[src/dcst_map.vh]
// Timing constants and command codes for the command spacing timer
`ifndef DCST_MAP_VH
`define DCST_MAP_VH

// ----------------------------------------------------------------
// Command codes
// ----------------------------------------------------------------
`define DCST_CMD_W        4
`define DCST_CMD_NOP      4'h0
`define DCST_CMD_READ     4'h1
`define DCST_CMD_WRITE    4'h2
`define DCST_CMD_WRITE_AP 4'h3
`define DCST_CMD_PRE      4'h4
`define DCST_CMD_MRS      4'h5
`define DCST_CMD_ODT      4'h6
`define DCST_CMD_PD_ENTER 4'h7
`define DCST_CMD_PD_EXIT  4'h8
`define DCST_CMD_SR_ENTER 4'h9
`define DCST_CMD_SR_EXIT  4'hA
`define DCST_CMD_OTHER    4'hB

// ----------------------------------------------------------------
// Spacing figures in device clock cycles; margin and clock period in ns
// ----------------------------------------------------------------
`define DCST_CNT_W        8
`define DCST_CCD          8'h02
`define DCST_WTR_FAST     8'h04
`define DCST_WTR_SLOW     8'h03
`define DCST_RTP_FAST     8'h04
`define DCST_RTP_SLOW     8'h03
`define DCST_WR_FAST      8'h06
`define DCST_WR_SLOWEST   8'h05
`define DCST_XSRD         8'hC8
`define DCST_XP           8'h02
`define DCST_XARD         8'h02
`define DCST_XARDS_BASE   8'h06
`define DCST_CKE_MIN      8'h03
`define DCST_ANPD         8'h03
`define DCST_AXPD         8'h08
`define DCST_MRD          8'h02
// Margin added to refresh cycle time on self refresh exit, in ns
`define DCST_XSNR_ADD_NS  10
`define DCST_CLK_NS       8
// Clock held after an asynchronous enable drop: setup+period+hold
`define DCST_HOLD_CYC     8'h03

// ----------------------------------------------------------------
// Speed grades, fastest first
// ----------------------------------------------------------------
`define DCST_GRADE_W      2
// Grade codes from this one on use the slower write to read and read to precharge figures
`define DCST_GRADE_SLOW    2'h2
`define DCST_GRADE_SLOWEST 2'h3
`define DCST_MR_PDX_BIT   12

`endif

[src/dcst_timer.v]
// Command spacing gate for a controller driving a four-bank DDR2 device
// Contract
// - Two cycles between column commands
// - Write data to read: 4, slow grades 3
// - Read to precharge: 4, slow grades 3
// - Write auto precharge waits recovery plus precharge; code adds RFC_CYC_IN[3:0] to recovery instead
// - Self refresh exit: refresh time plus 10ns
// - Self refresh exit to read: 200 cycles
// - Precharge power down exit: 2 cycles
// - Fast active power down exit: 2 cycles
// - Slow active exit: six minus additive latency
// - Clock enable holds each level 3 cycles
// - ODT command to power down: 3 cycles
// - Power down exit to synchronous ODT: 8
// - Clock runs on after asynchronous enable drop
// - Mode register set to next: 2 cycles
// - Mode bit 12 picks active exit timing
`timescale 1ns/1ps
`default_nettype none
`include "dcst_map.vh"

module dcst_timer (
    input  wire                     CLK_IN,
    input  wire                     RST_N_IN,
    input  wire [`DCST_GRADE_W-1:0] GRADE_IN,
    input  wire [2:0]               AL_IN,
    input  wire [7:0]               RFC_CYC_IN,
    input  wire                     CMD_VALID_IN,
    input  wire [`DCST_CMD_W-1:0]   CMD_IN,
    input  wire [13:0]              CMD_ADDR_IN,
    input  wire                     PD_ACTIVE_IN,
    input  wire                     WDATA_LAST_IN,
    output reg                      CMD_READY_OUT,
    output reg                      CMD_ISSUE_OUT,
    output reg  [`DCST_CMD_W-1:0]   DDR_CMD_OUT,
    output reg  [13:0]              DDR_ADDR_OUT,
    output reg                      DDR_CKE_OUT,
    output reg                      DDR_CLK_EN_OUT,
    output reg                      ODT_SYNC_OK_OUT,
    output reg                      SLOW_EXIT_OUT
);
    // ------------------------------------------------------------
    // Grade, additive latency and refresh time dependent figures
    // ------------------------------------------------------------
    function [7:0] pick;
        input [1:0] grade;
        input [7:0] fast;
        input [7:0] slow;
        begin
            pick = (grade < `DCST_GRADE_SLOW) ? fast : slow;
        end
    endfunction

    localparam [7:0] XSNR_ADD =
        (`DCST_XSNR_ADD_NS + `DCST_CLK_NS - 1) / `DCST_CLK_NS;

    wire [7:0] wtr   = pick(GRADE_IN, `DCST_WTR_FAST, `DCST_WTR_SLOW);
    wire [7:0] rtp   = pick(GRADE_IN, `DCST_RTP_FAST, `DCST_RTP_SLOW);
    wire [7:0] wr    = (GRADE_IN == `DCST_GRADE_SLOWEST) ? `DCST_WR_SLOWEST
                                          : `DCST_WR_FAST;
    wire [7:0] xards = (`DCST_XARDS_BASE > {5'h00, AL_IN}) ?
                       `DCST_XARDS_BASE - {5'h00, AL_IN} : 8'h01;
    wire [7:0] xsnr  = RFC_CYC_IN + XSNR_ADD;

    // ------------------------------------------------------------
    // Command decode
    // ------------------------------------------------------------
    wire [3:0] c     = CMD_IN;
    wire is_rd   = c == `DCST_CMD_READ;
    wire is_wr   = c == `DCST_CMD_WRITE || c == `DCST_CMD_WRITE_AP;
    wire is_col  = is_rd || is_wr;
    wire is_pre  = c == `DCST_CMD_PRE;
    wire is_pde  = c == `DCST_CMD_PD_ENTER || c == `DCST_CMD_SR_ENTER;
    wire is_pdx  = c == `DCST_CMD_PD_EXIT || c == `DCST_CMD_SR_EXIT;
    wire is_wake = is_pdx || (c == `DCST_CMD_OTHER && !DDR_CKE_OUT);
    wire is_cke  = is_pde || is_wake;

    wire fire = CMD_VALID_IN && CMD_READY_OUT;
    wire issue_rd  = fire && is_rd;
    wire issue_wr  = fire && is_wr;
    wire issue_wap = fire && c == `DCST_CMD_WRITE_AP;
    wire issue_mrs = fire && c == `DCST_CMD_MRS;
    wire issue_odt = fire && c == `DCST_CMD_ODT;
    wire issue_sx  = fire && c == `DCST_CMD_SR_EXIT;
    wire issue_px  = fire && c == `DCST_CMD_PD_EXIT;
    wire issue_cke = fire && is_cke;

    // ------------------------------------------------------------
    // Countdowns
    // ------------------------------------------------------------
    localparam N = 12;
    localparam K_CCD = 0;
    localparam K_WTR = 1;
    localparam K_RTP = 2;
    localparam K_DAL = 3;
    localparam K_SNR = 4;
    localparam K_SRD = 5;
    localparam K_XP  = 6;
    localparam K_XRD = 7;
    localparam K_CKE = 8;
    localparam K_NPD = 9;
    localparam K_XPD = 10;
    localparam K_MRD = 11;

    reg  slow_exit_r;
    reg  wr_pend_r;
    wire [N-1:0] ld;
    wire [N-1:0] done;
    wire [8*N-1:0] val;

    assign ld[K_CCD]  = fire && is_col;
    assign val[7:0]   = `DCST_CCD;
    assign ld[K_WTR]  = wr_pend_r && WDATA_LAST_IN;
    assign val[15:8]  = wtr;
    assign ld[K_RTP]  = issue_rd;
    assign val[23:16] = rtp;
    assign ld[K_DAL]  = issue_wap;
    assign val[31:24] = wr + RFC_CYC_IN[3:0];
    assign ld[K_SNR]  = issue_sx;
    assign val[39:32] = xsnr;
    assign ld[K_SRD]  = issue_sx;
    assign val[47:40] = `DCST_XSRD;
    assign ld[K_XP]   = issue_px;
    assign val[55:48] = `DCST_XP;
    assign ld[K_XRD]  = issue_px && PD_ACTIVE_IN;
    assign val[63:56] = slow_exit_r ? xards : `DCST_XARD;
    assign ld[K_CKE]  = issue_cke;
    assign val[71:64] = `DCST_CKE_MIN;
    assign ld[K_NPD]  = issue_odt;
    assign val[79:72] = `DCST_ANPD;
    assign ld[K_XPD]  = issue_px || issue_sx;
    assign val[87:80] = `DCST_AXPD;
    assign ld[K_MRD]  = issue_mrs;
    assign val[95:88] = `DCST_MRD;

    genvar g;
    generate
        for (g = 0; g < N; g = g + 1) begin : g_cnt
            dcst_counter u_cnt (
                .clk_in   (CLK_IN),
                .rst_n_in (RST_N_IN),
                .load_in  (ld[g]),
                .value_in (val[8*g+7:8*g]),
                .done_out (done[g])
            );
        end
    endgenerate

    // ------------------------------------------------------------
    // Gate
    // ------------------------------------------------------------
    // Reads may pass the non-read self refresh wait, not the 200
    wire ok_rd  = done[K_CCD] && done[K_WTR] && done[K_SRD]
                  && done[K_XRD] && done[K_DAL];
    wire ok_any = done[K_SNR] && done[K_XP] && done[K_MRD]
                  && done[K_DAL];
    reg ok;
    always @* begin
        ok = done[K_MRD];
        if (is_rd) begin
            ok = ok_rd && done[K_MRD];
        end else begin
            ok = ok_any;
            if (is_col && !done[K_CCD]) ok = 1'b0;
            if (is_pre && !done[K_RTP]) ok = 1'b0;
            if (is_cke && !done[K_CKE]) ok = 1'b0;
            if (is_pde && !done[K_NPD]) ok = 1'b0;
            if (is_pdx) ok = done[K_CKE] && done[K_MRD];
        end
    end

    // ------------------------------------------------------------
    // Pin and status registers
    // ------------------------------------------------------------
    reg [7:0] hold_r;
    always @(posedge CLK_IN or negedge RST_N_IN) begin
        if (!RST_N_IN) begin
            CMD_READY_OUT   <= 1'b0;
            CMD_ISSUE_OUT   <= 1'b0;
            DDR_CMD_OUT     <= `DCST_CMD_NOP;
            DDR_ADDR_OUT    <= 14'h0000;
            DDR_CKE_OUT     <= 1'b0;
            DDR_CLK_EN_OUT  <= 1'b1;
            ODT_SYNC_OK_OUT <= 1'b0;
            SLOW_EXIT_OUT   <= 1'b0;
            slow_exit_r     <= 1'b0;
            wr_pend_r       <= 1'b0;
            hold_r          <= 8'h00;
        end else begin
            // Ready drops for one cycle after a fire so all gates re-evaluate
            CMD_READY_OUT <= CMD_VALID_IN && ok && !fire;
            CMD_ISSUE_OUT <= fire;
            DDR_CMD_OUT   <= fire ? CMD_IN : `DCST_CMD_NOP;
            DDR_ADDR_OUT  <= fire ? CMD_ADDR_IN : DDR_ADDR_OUT;
            if (fire && is_pde) DDR_CKE_OUT <= 1'b0;
            if (fire && is_pdx) DDR_CKE_OUT <= 1'b1;
            if (fire && c == `DCST_CMD_OTHER) DDR_CKE_OUT <= 1'b1;
            if (issue_mrs) begin
                slow_exit_r   <= CMD_ADDR_IN[`DCST_MR_PDX_BIT];
                SLOW_EXIT_OUT <= CMD_ADDR_IN[`DCST_MR_PDX_BIT];
            end
            if (issue_wr) wr_pend_r <= 1'b1;
            else if (WDATA_LAST_IN) wr_pend_r <= 1'b0;
            if (fire && is_pde) begin
                hold_r <= `DCST_HOLD_CYC;
            end else if (hold_r != 8'h00) begin
                hold_r <= hold_r - 8'h01;
            end
            // Wake restarts the clock on the edge that raises enable
            DDR_CLK_EN_OUT <= DDR_CKE_OUT || hold_r != 8'h00
                              || (fire && is_wake);
            ODT_SYNC_OK_OUT <= DDR_CKE_OUT && done[K_XPD]
                               && !ld[K_XPD];
        end
    end
endmodule // dcst_timer

`default_nettype wire

[src/dcst_counter.v]
// Loadable countdown used for each spacing constraint
`timescale 1ns/1ps
`default_nettype none
`include "dcst_map.vh"

module dcst_counter (
    input  wire                   clk_in,
    input  wire                   rst_n_in,
    input  wire                   load_in,
    input  wire [`DCST_CNT_W-1:0] value_in,
    output wire                   done_out
);
    reg [`DCST_CNT_W-1:0] cnt_r;

    // Load of value N releases the dependent command N cycles later
    always @(posedge clk_in or negedge rst_n_in) begin
        if (!rst_n_in) begin
            cnt_r <= 8'h00;
        end else if (load_in) begin
            cnt_r <= (value_in > 8'h01) ? value_in - 8'h01 : 8'h00;
        end else if (cnt_r != 8'h00) begin
            cnt_r <= cnt_r - 8'h01;
        end
    end

    assign done_out = (cnt_r == 8'h00) && !load_in;
endmodule // dcst_counter

`default_nettype wire

[config.mk]
export PLATFORM = sky130hd
export DESIGN_NAME = dcst_timer
export DESIGN_NICKNAME = d
export VERILOG_FILES = /design/src/dcst_timer.v /design/src/dcst_counter.v
export VERILOG_INCLUDE_DIRS = /design/src
export SDC_FILE = /design/constraint.sdc
export NUM_CORES = 1
export LEC_CHECK = 0
export BUFFER_PORTS_ARGS = -buffer_cell sky130_fd_sc_hd__clkbuf_2
export CORE_ASPECT_RATIO = 1.2
export CORE_MARGIN = 1
export CORE_UTILIZATION = 35
export DETAILED_ROUTE_END_ITERATION = 8
export PLACE_DENSITY = 0.55
export SLEW_MARGIN = 20
export SYNTH_ARGS = -nofsm -noshare
export SYNTH_HDL_FRONTEND = slang
export SYNTH_SLANG_ARGS = --single-unit
export TNS_END_PERCENT = 10
[constraint.sdc]
create_clock -name CLK_IN -period 2.4 [get_ports CLK_IN]
set_input_delay 0.48 -clock CLK_IN [delete_from_list [all_inputs] [get_ports CLK_IN]]
set_output_delay 0.48 -clock CLK_IN [all_outputs]
set_load 0.05 [all_outputs]
==> results of run 1 <==
## path summary, 6_finish.rpt
| path | endpoint | slack (ns) |
|---|---|---|
| max in group asynchronous | DDR_CLK_EN_OUT$_DFF_PN1_ | 1.71 |
| worst min register to register | DDR_ADDR_OUT[0]$_DFFE_PN0P_ | 0.48 |
| min in group CLK_IN | DDR_ADDR_OUT[9]$_DFFE_PN0P_ | 0.25 |
| worst max register to register | CMD_READY_OUT$_DFF_PN0_ | 0.26 |
| worst max-delay path | CMD_READY_OUT$_DFF_PN0_ | 0.26 |
| worst min-delay path | CMD_ISSUE_OUT$_DFF_PN0_ | 0.03 |
## worst register-to-register path, stage by stage, from the launching register on
cell and delay, ns:
dfrtp_1 0.41, or4_1 0.55, or4b_1 0.67, nand2_1 0.16
o211ai_1 0.12, a211oi_2 0.15
## synth_stat cells, drive strengths merged (10+ instances only)
master / count
nor4: 15
dfrtp: 128
o22ai: 11
nor3: 34
inv: 43
nor2b: 10
nand2: 113
a21oi: 40
or4: 10
ha: 33
clkbuf: 18
xor2: 37
nand2b: 25
mux2i: 14
nand3: 24
xnor2: 31
o21ai: 17
nor2: 105
## report_power, final
part,internal (mW),total [mW],leakage [nW],switching [mW]
clock network,1.50,2.45,0.258,0.954
registers,2.85,3.51,1.53,0.664
logic,0.904,1.81,2.07,0.903
## state kept, by name, indices dropped and copies added, names as in the netlist
register           cells
wr_pend_r              1
slow_exit_r            1
DDR_CKE_OUT            1
CMD_ISSUE_OUT          1
CMD_READY_OUT          1
ODT_SYNC_OK_OUT        1
DDR_ADDR_OUT          14
DDR_CMD_OUT            4
g_cnt.u_cnt.cnt_r     96
hold_r                 8
DDR_CLK_EN_OUT         1
## layout make-up
class,instances,area [um^2]
tap,265,331.6
clock inverter,8,81.33
inverter,43,161.4
fill,2063,11680
sequential,129,3229
clock buffer,23,478.0
timing repair buffer,89,551.8
multi-input combinational,604,3740
## logic make-up after synthesis
family,count (synthesis),share of synthesized area (%)
AND/OR/NAND/NOR,384,26.50
XOR/XNOR,68,8.255
flip-flops,129,44.76
AO/OA/AOI/OAI,101,8.672
multiplexers,17,2.411
adder cells (fa/ha/maj),34,6.001
buffers and inverters,63,3.399
## layer usage
metal | vias to the layer above | track usage (%) | part of all wire (%)
met5 | - | 0 | 0
li1 | 2882 | - | -
met4 | 0 | 5.016 | 0.96
met3 | 9 | 3.470 | 3.1
met2 | 83 | 25.25 | 48
met1 | 2679 | 20.09 | 48
==> results by group, run 1 <==
STA
  – # setup viols final: 0
  – RSZ-0062 raised after global routing: false
  – Final Hold Viols: 0
  – Relative slew slack: 63.55%
  – Fmax: 0.4675 GHz
  – Minimum clock period: 2.139 ns
  – TNS Setup: 0 ns
  – Clk_skew: 0.008695 ns
  – Fin. max-slew vios: 0
  – Tcrit/Tclk final: 89.12%
  – Worst hold margin: 0.02808 ns
  – Fin worst setup slack: 0.2611 ns
  – Worst-margin pin slew: 0.5468 ns

Setup path
  – Max incr delay on CP: 0.67 ns
  – Crit-path max FO: 9
  – Reg-to-Reg Start: g_cnt[8].u_cnt.cnt_r[4]$_DFFE_PN0P_
  – Crit path buffers/inverters: 0
  – Critical path launch point: g_cnt[8].u_cnt.cnt_r[4]$_DFFE_PN0P_
  – Worst Path Arrival: 2.47 ns
  – Delay-heaviest family, CP: simple AND/OR/NAND/NOR gates
  – Crit path capture type: flip-flop
  – Critical Path RT: 2.74 ns
  – FF-to-FF path depth: 5
  – Worst Path Class, Setup: reg -> reg
  – WP depth: 5
  – Critical-path cell list: or4_1 > or4b_1 > nand2_1 > o211ai_1 > a211oi_2
  – Crit start category: flip-flop
  – CP max stage cell: or4b_1

Clock tree
  – Num CTS Buffers: 17
  – CTS Sinks: 129
  – Post_cts resized: 0
  – Hold_buf cts: 0
  – Bufs on Longest Clock Path: 2
  – Postcts setup bufs: 0
  – Clk root buf: clkbuf_16
  – CTS tree: yes
  – Clk Latency, worst-skew pair: 0.42 ns
  – H-tree levels: 4
  – Clk slew on worst S/H paths: 0.06 ns

Power and ir drop
  – PwrDens: 906.7 nW/um^2
  – Pleak: 3.859 nW
  – Worst-case vdd ir drop: 0.5079 mV
  – Total power: 7.774 mW

Logic synthesis
  – Post-synth top area share: 44.40%
  – Netlist cell types: 61
  – Synthesized instance count: 796
  – Ys async rst share: 100.0%
  – Dominant cell type by area after synthesis: dfrtp_1
  – Top post-synthesis cells by area: dfrtp_1, nand2_1, ha_1
  – Synth Cell Area: 7214 um^2
  – EDFF count, synth: 0
  – Yosys warning count: 0
  – Mapped Avg Cell Area: 9.063 um^2
  – Fraction of the yosys area taken by sequential cells: 44.76%
  – Syn nets: 866
  – Synthesized flop and latch total: 129
  – Synth Flop Type: dfrtp_1

Finish
  – Share of cells above drive strength 1: 14.62%
  – Final non-filler cell total: 1161
  – Nets: 954
  – Post-layout util: 42.33%
  – Post-route cell area: 8573 um^2
  – Commonest cells after routing, fill and taps aside: dfrtp_1, nand2_1, nor2_1
  – Area grow syn2layout: 18.83%
  – Antenna cell count: 0
  – Most common cell after layout, fill and taps aside: dfrtp_1

Worst hold path
  – HP Class: in -> async

GRT
  – Total global-route track usage: 15.43%
  – First-pass GRT wire length: 26.36 mm
  – Initial antenna violation count: 0
  – Number of global-route vias before repair: 5615
  – Total gr overflow: 0
  – Largest net degree at the start of global routing: 60

Routing
  – Initial DRC count: 216
  – Per-cell routed wire length: 12.98 um
  – DR pass1 iterations: 4
  – Residual DRC: 0
  – Routed wire length: 15.07 mm
  – Antenna-violating nets left: 0
  – Via density: 4.869
  – Total number of vias: 5653

Placed design
  – Routability cong.: 0.7615
  – Port bufs: 59
  – Place WS: -0.1613 ns
  – Placed cell areas: 8014 um^2
  – DP HPWL: 10.93 mm
  – Placed insts: 1130

Floorplanning
  – Io pins: 60
  – Core area: 20250 um^2
  – Chip width: 133.1 um
  – Initial Utilization: 35.62%
  – Core Rows: 57
  – Die ar.: 21190 um^2
  – Die Y-Extent: 159.3 um

Job
  – Max-cap violations: 0

Outcome
  – Status: completed
No activity file was read; power rests on OpenSTA's default activity.
==> inputs of run 2 (changes only) <==
--- a/config.mk
+++ b/config.mk
@@ -6,11 +6,13 @@
 export SDC_FILE = /design/constraint.sdc
 export NUM_CORES = 1
 export LEC_CHECK = 0
+export ABC_AREA = 1
 export BUFFER_PORTS_ARGS = -buffer_cell sky130_fd_sc_hd__clkbuf_2
 export CORE_ASPECT_RATIO = 1.2
 export CORE_MARGIN = 1
 export CORE_UTILIZATION = 35
 export DETAILED_ROUTE_END_ITERATION = 8
+export HOLD_SLACK_MARGIN = 0.08
 export PLACE_DENSITY = 0.55
 export SLEW_MARGIN = 20
 export SYNTH_ARGS = -nofsm -noshare
==> run 2 against run 1 <==
Against the previous run:
- setup slack improved by 0.16 ns
- hold slack improved by 0.22 ns
- largest power group unchanged
- combinational power rose by 31%
- critical path type is now in -> reg
- largest cell class unchanged
- flip-flop and latch count did not move
==> results by group, run 2 <==
Setup path
  – Worst Path Arrival: 2.31 ns (-0.16 ns)
  – Critical Path RT: 2.74 ns (about the same)
  – Crit start category: input port
  – Worst Path Class, Setup: in -> reg
  – Critical-path cell list: clkbuf_2 > nand2_1 > inv_1 > ha_1 > inv_1 > fa_1 > ha_1 > o21a_1 > nand3b_1 > nand3_1 > a22oi_1
  – CP max stage cell: fa_1
  – Reg2reg setup slack: 0.57 ns (+0.31 ns)
  – Max incr delay on CP: 0.49 ns (-0.18 ns)
  – Crit path capture type: flip-flop
  – Crit-path max FO: 4 (-5)

Finish
  – Antenna cell count: 0 (unchanged)
  – Commonest cells after routing, fill and taps aside: nand2_1, inv_1, dfrtp_1
  – Top Registers: g_cnt.u_cnt.cnt_r: 96 flops, DDR_ADDR_OUT: 14 flops, hold_r: 8 flops
  – Post-route cell area: 8657 um^2 (+0.98%)
  – Area grow syn2layout: 18.29%
  – Share of cells above drive strength 1: 13.00% (-1.6 points)
  – Most common cell after layout, fill and taps aside: nand2_1
  – Largest register FFs: 96 (unchanged)
  – Largest Register: g_cnt.u_cnt.cnt_r
  – Nets: 1088 (+14%)
  – Number of filler cells placed in the layout: 2111 (+2.3%)

Routing
  – Initial DRC count: 204 (-5.6%)
  – DR pass1 iterations: 4 (unchanged)
  – Total number of vias: 6115 (+8.2%)
  – Routed wire length: 15.35 mm (+1.9%)
  – Via density: 4.718 (-3.1%)
  – Residual DRC: 0 (unchanged)
  – Per-cell routed wire length: 11.85 um (-8.7%)
  – Antenna-violating nets left: 0 (unchanged)

Logic synthesis
  – Post-synth top cells: nand2_1, inv_1, dfrtp_1
  – Netlist cell types: 45 (-26%)
  – Post-Synth XOR/XNOR Area: 4.069% (-4.2 points)
  – Yosys warning count: 0 (unchanged)
  – Dominant cell type by area after synthesis: dfrtp_1
  – Post-synth top area share: 43.77% (-0.63 points)
  – Fraction of the yosys area taken by sequential cells: 44.13% (-0.64 points)
  – Ys async rst share: 100.0% (unchanged)
  – Synthesized instance count: 934 (+17%)
  – Largest family of logic cells by synthesized area: simple AND/OR/NAND/NOR gates
  – Most common cell in the netlist: nand2_1
  – Top post-synthesis cells by area: dfrtp_1, nand2_1, inv_1
  – Mapped Avg Cell Area: 7.835 um^2 (-14%)
  – Synthesized flop and latch total: 129 (unchanged)
  – Syn nets: 1004 (+16%)
  – Adder-cell area share of the yosys netlist: 5.916% (-0.085 points)
  – Compound-Gate Fraction of Synth Area: 11.64% (+3.0 points)
  – EDFF count, synth: 0 (unchanged)
  – Simple-gate area share of the yosys netlist: 25.46% (-1.0 points)
  – Post-synthesis mux area share: 0% (-2.4 points)
  – Synth Flop Type: dfrtp_1
  – Synth Cell Area: 7318 um^2 (+1.4%)

Floorplanning
  – Io pins: 60 (unchanged)
  – Core Rows: 57 (unchanged)
  – Die Y-Extent: 160.4 um (+0.71%)
  – Die ar.: 21490 um^2 (+1.4%)
  – Core area: 20400 um^2 (+0.70%)
  – Chip width: 134 um (+0.71%)
  – Initial Utilization: 35.88% (+0.26 points)

Power and ir drop
  – Worst-case vdd ir drop: 0.5351 mV (+5.4%)
  – Pleak: 4.392 nW (+14%)
  – PwrDens: 990.5 nW/um^2 (+9.2%)

Clock tree
  – Clk slew on worst S/H paths: 0.06 ns (about the same)
  – Post_cts resized: 0 (unchanged)
  – CTS Sinks: 129 (unchanged)
  – Postcts setup bufs: 0 (unchanged)
  – Num CTS Buffers: 17 (unchanged)
  – H-tree levels: 4 (unchanged)
  – Clk root buf: clkbuf_16
  – Clk Latency, worst-skew pair: 0.42 ns (about the same)
  – Hold_buf cts: 1 (+1)
  – CTS tree: yes
  – Bufs on Longest Clock Path: 2 (unchanged)

GRT
  – Met3 GRT Util: 3.472% (about the same)
  – Total gr overflow: 0 (unchanged)
  – Met1 GRT Util: 19.85% (-0.24 points)
  – Met2 Use GR: 25.22% (-0.026 points)
  – First-pass GRT wire length: 26.73 mm (+1.4%)
  – Largest net degree at the start of global routing: 44 (-27%)
  – Total global-route track usage: 15.48% (+0.058 points)
  – Number of global-route vias before repair: 5875 (+4.6%)
  – Initial antenna violation count: 0 (unchanged)
  – Gr busiest metal: met2

STA
  – Final Hold Viols: 0 (unchanged)
  – Fin. max-slew vios: 0 (unchanged)
  – Clk_skew: 0.01045 ns (+0.001750 ns)
  – # setup viols final: 0 (unchanged)
  – Relative slew slack: 63.53% (about the same)
  – RSZ-0062 raised after global routing: false
  – Worst-margin pin slew: 0.5421 ns (-0.004703 ns)
  – Minimum clock period: 1.976 ns (-0.1625 ns)
  – TNS Setup: 0 ns (unchanged)
  – Tcrit/Tclk final: 82.35% (-6.8 points)
  – Fmax: 0.5060 GHz (+8.2%)

Placed design
  – Placed cell areas: 8016 um^2 (about the same)
  – Routability cong.: 0.8418 (+11%)
  – Port bufs: 59 (unchanged)
  – DP HPWL: 11.48 mm (+5.0%)

Worst hold path
  – HP Class: in -> reg

Outcome
  – Status: completed

Job
  – Max-cap violations: 0 (unchanged)
## run 2: stage by stage
step / hold WS, ns / util, % / setup slack (ns) / total power [mW] / cells
floorplan: 0.1844 / - / 0.2710 / 5.291 / 934
global placement: 0.4377 / 39.30 / 0.04655 / 5.837 / 1263
detailed placement: 0.4368 / 39.30 / 0.006813 / 5.863 / 1263
CTS: 0.2286 / 42.44 / 0.4434 / 8.683 / 1296
global route: 0.2413 / 42.44 / 0.2279 / 9.278 / 1296
finish: 0.2489 / 42.44 / 0.4236 / 8.575 / 1296
## run 2: logic make-up (layout without fill, tap and decap cells)
group / count (synthesis) / count (layout)
AND/OR/NAND/NOR: 418 / 418
buffers and inverters: 167 / 264
AO/OA/AOI/OAI: 152 / 152
flip-flops: 129 / 129
adder cells (fa/ha/maj): 34 / 34
XOR/XNOR: 34 / 34
## run 2: per-layer routing
layer	vias to the layer above	part of all wire, %
met2	86	47
met4	0	1.6
li1	3190	-
met3	16	3.4
met5	-	0
met1	2823	48
## run 2: cell type report
class | count | area, um^2 | area share, %
Clock buffer | 17 | 425.4 | 4.914
Clock inverter | 15 | 205.2 | 2.370
Inverter | 159 | 598.1 | 6.909
Multi-Input combinational cell | 638 | 3446 | 39.80
Sequential cell | 129 | 3229 | 37.30
Tap cell | 265 | 331.6 | 3.830
Timing Repair Buffer | 73 | 421.7 | 4.871
## run 2: worst paths after layout
kind                                                           from                                   to  cells after the start
worst max-delay path                                    GRADE_IN[1]  g_cnt[3].u_cnt.cnt_r[1]$_DFFE_PN0P_                     11
worst min register to register  g_cnt[7].u_cnt.cnt_r[6]$_DFFE_PN0P_  g_cnt[7].u_cnt.cnt_r[6]$_DFFE_PN0P_                      1
min in group asynchronous                                  RST_N_IN  g_cnt[7].u_cnt.cnt_r[7]$_DFFE_PN0P_                      2
worst max register to register  g_cnt[7].u_cnt.cnt_r[0]$_DFFE_PN0P_              CMD_READY_OUT$_DFF_PN0_                     12
worst min-delay path                                 CMD_ADDR_IN[5]          DDR_ADDR_OUT[5]$_DFFE_PN0P_                      3
max in group asynchronous                                  RST_N_IN  g_cnt[4].u_cnt.cnt_r[3]$_DFFE_PN0P_                      3
## run 2: worst max-delay path: cells and delay by family
family | cells | cell delay (ns)
buf+inv | 3 | 0.25
fa+ha+maj | 3 | 0.94
compound gates | 2 | 0.33
simple gates | 3 | 0.32
## run 2: power by group
part           internal [mW]  switching, mW
logic                  0.989           1.38
clock network           1.75           1.00
registers               2.93          0.526
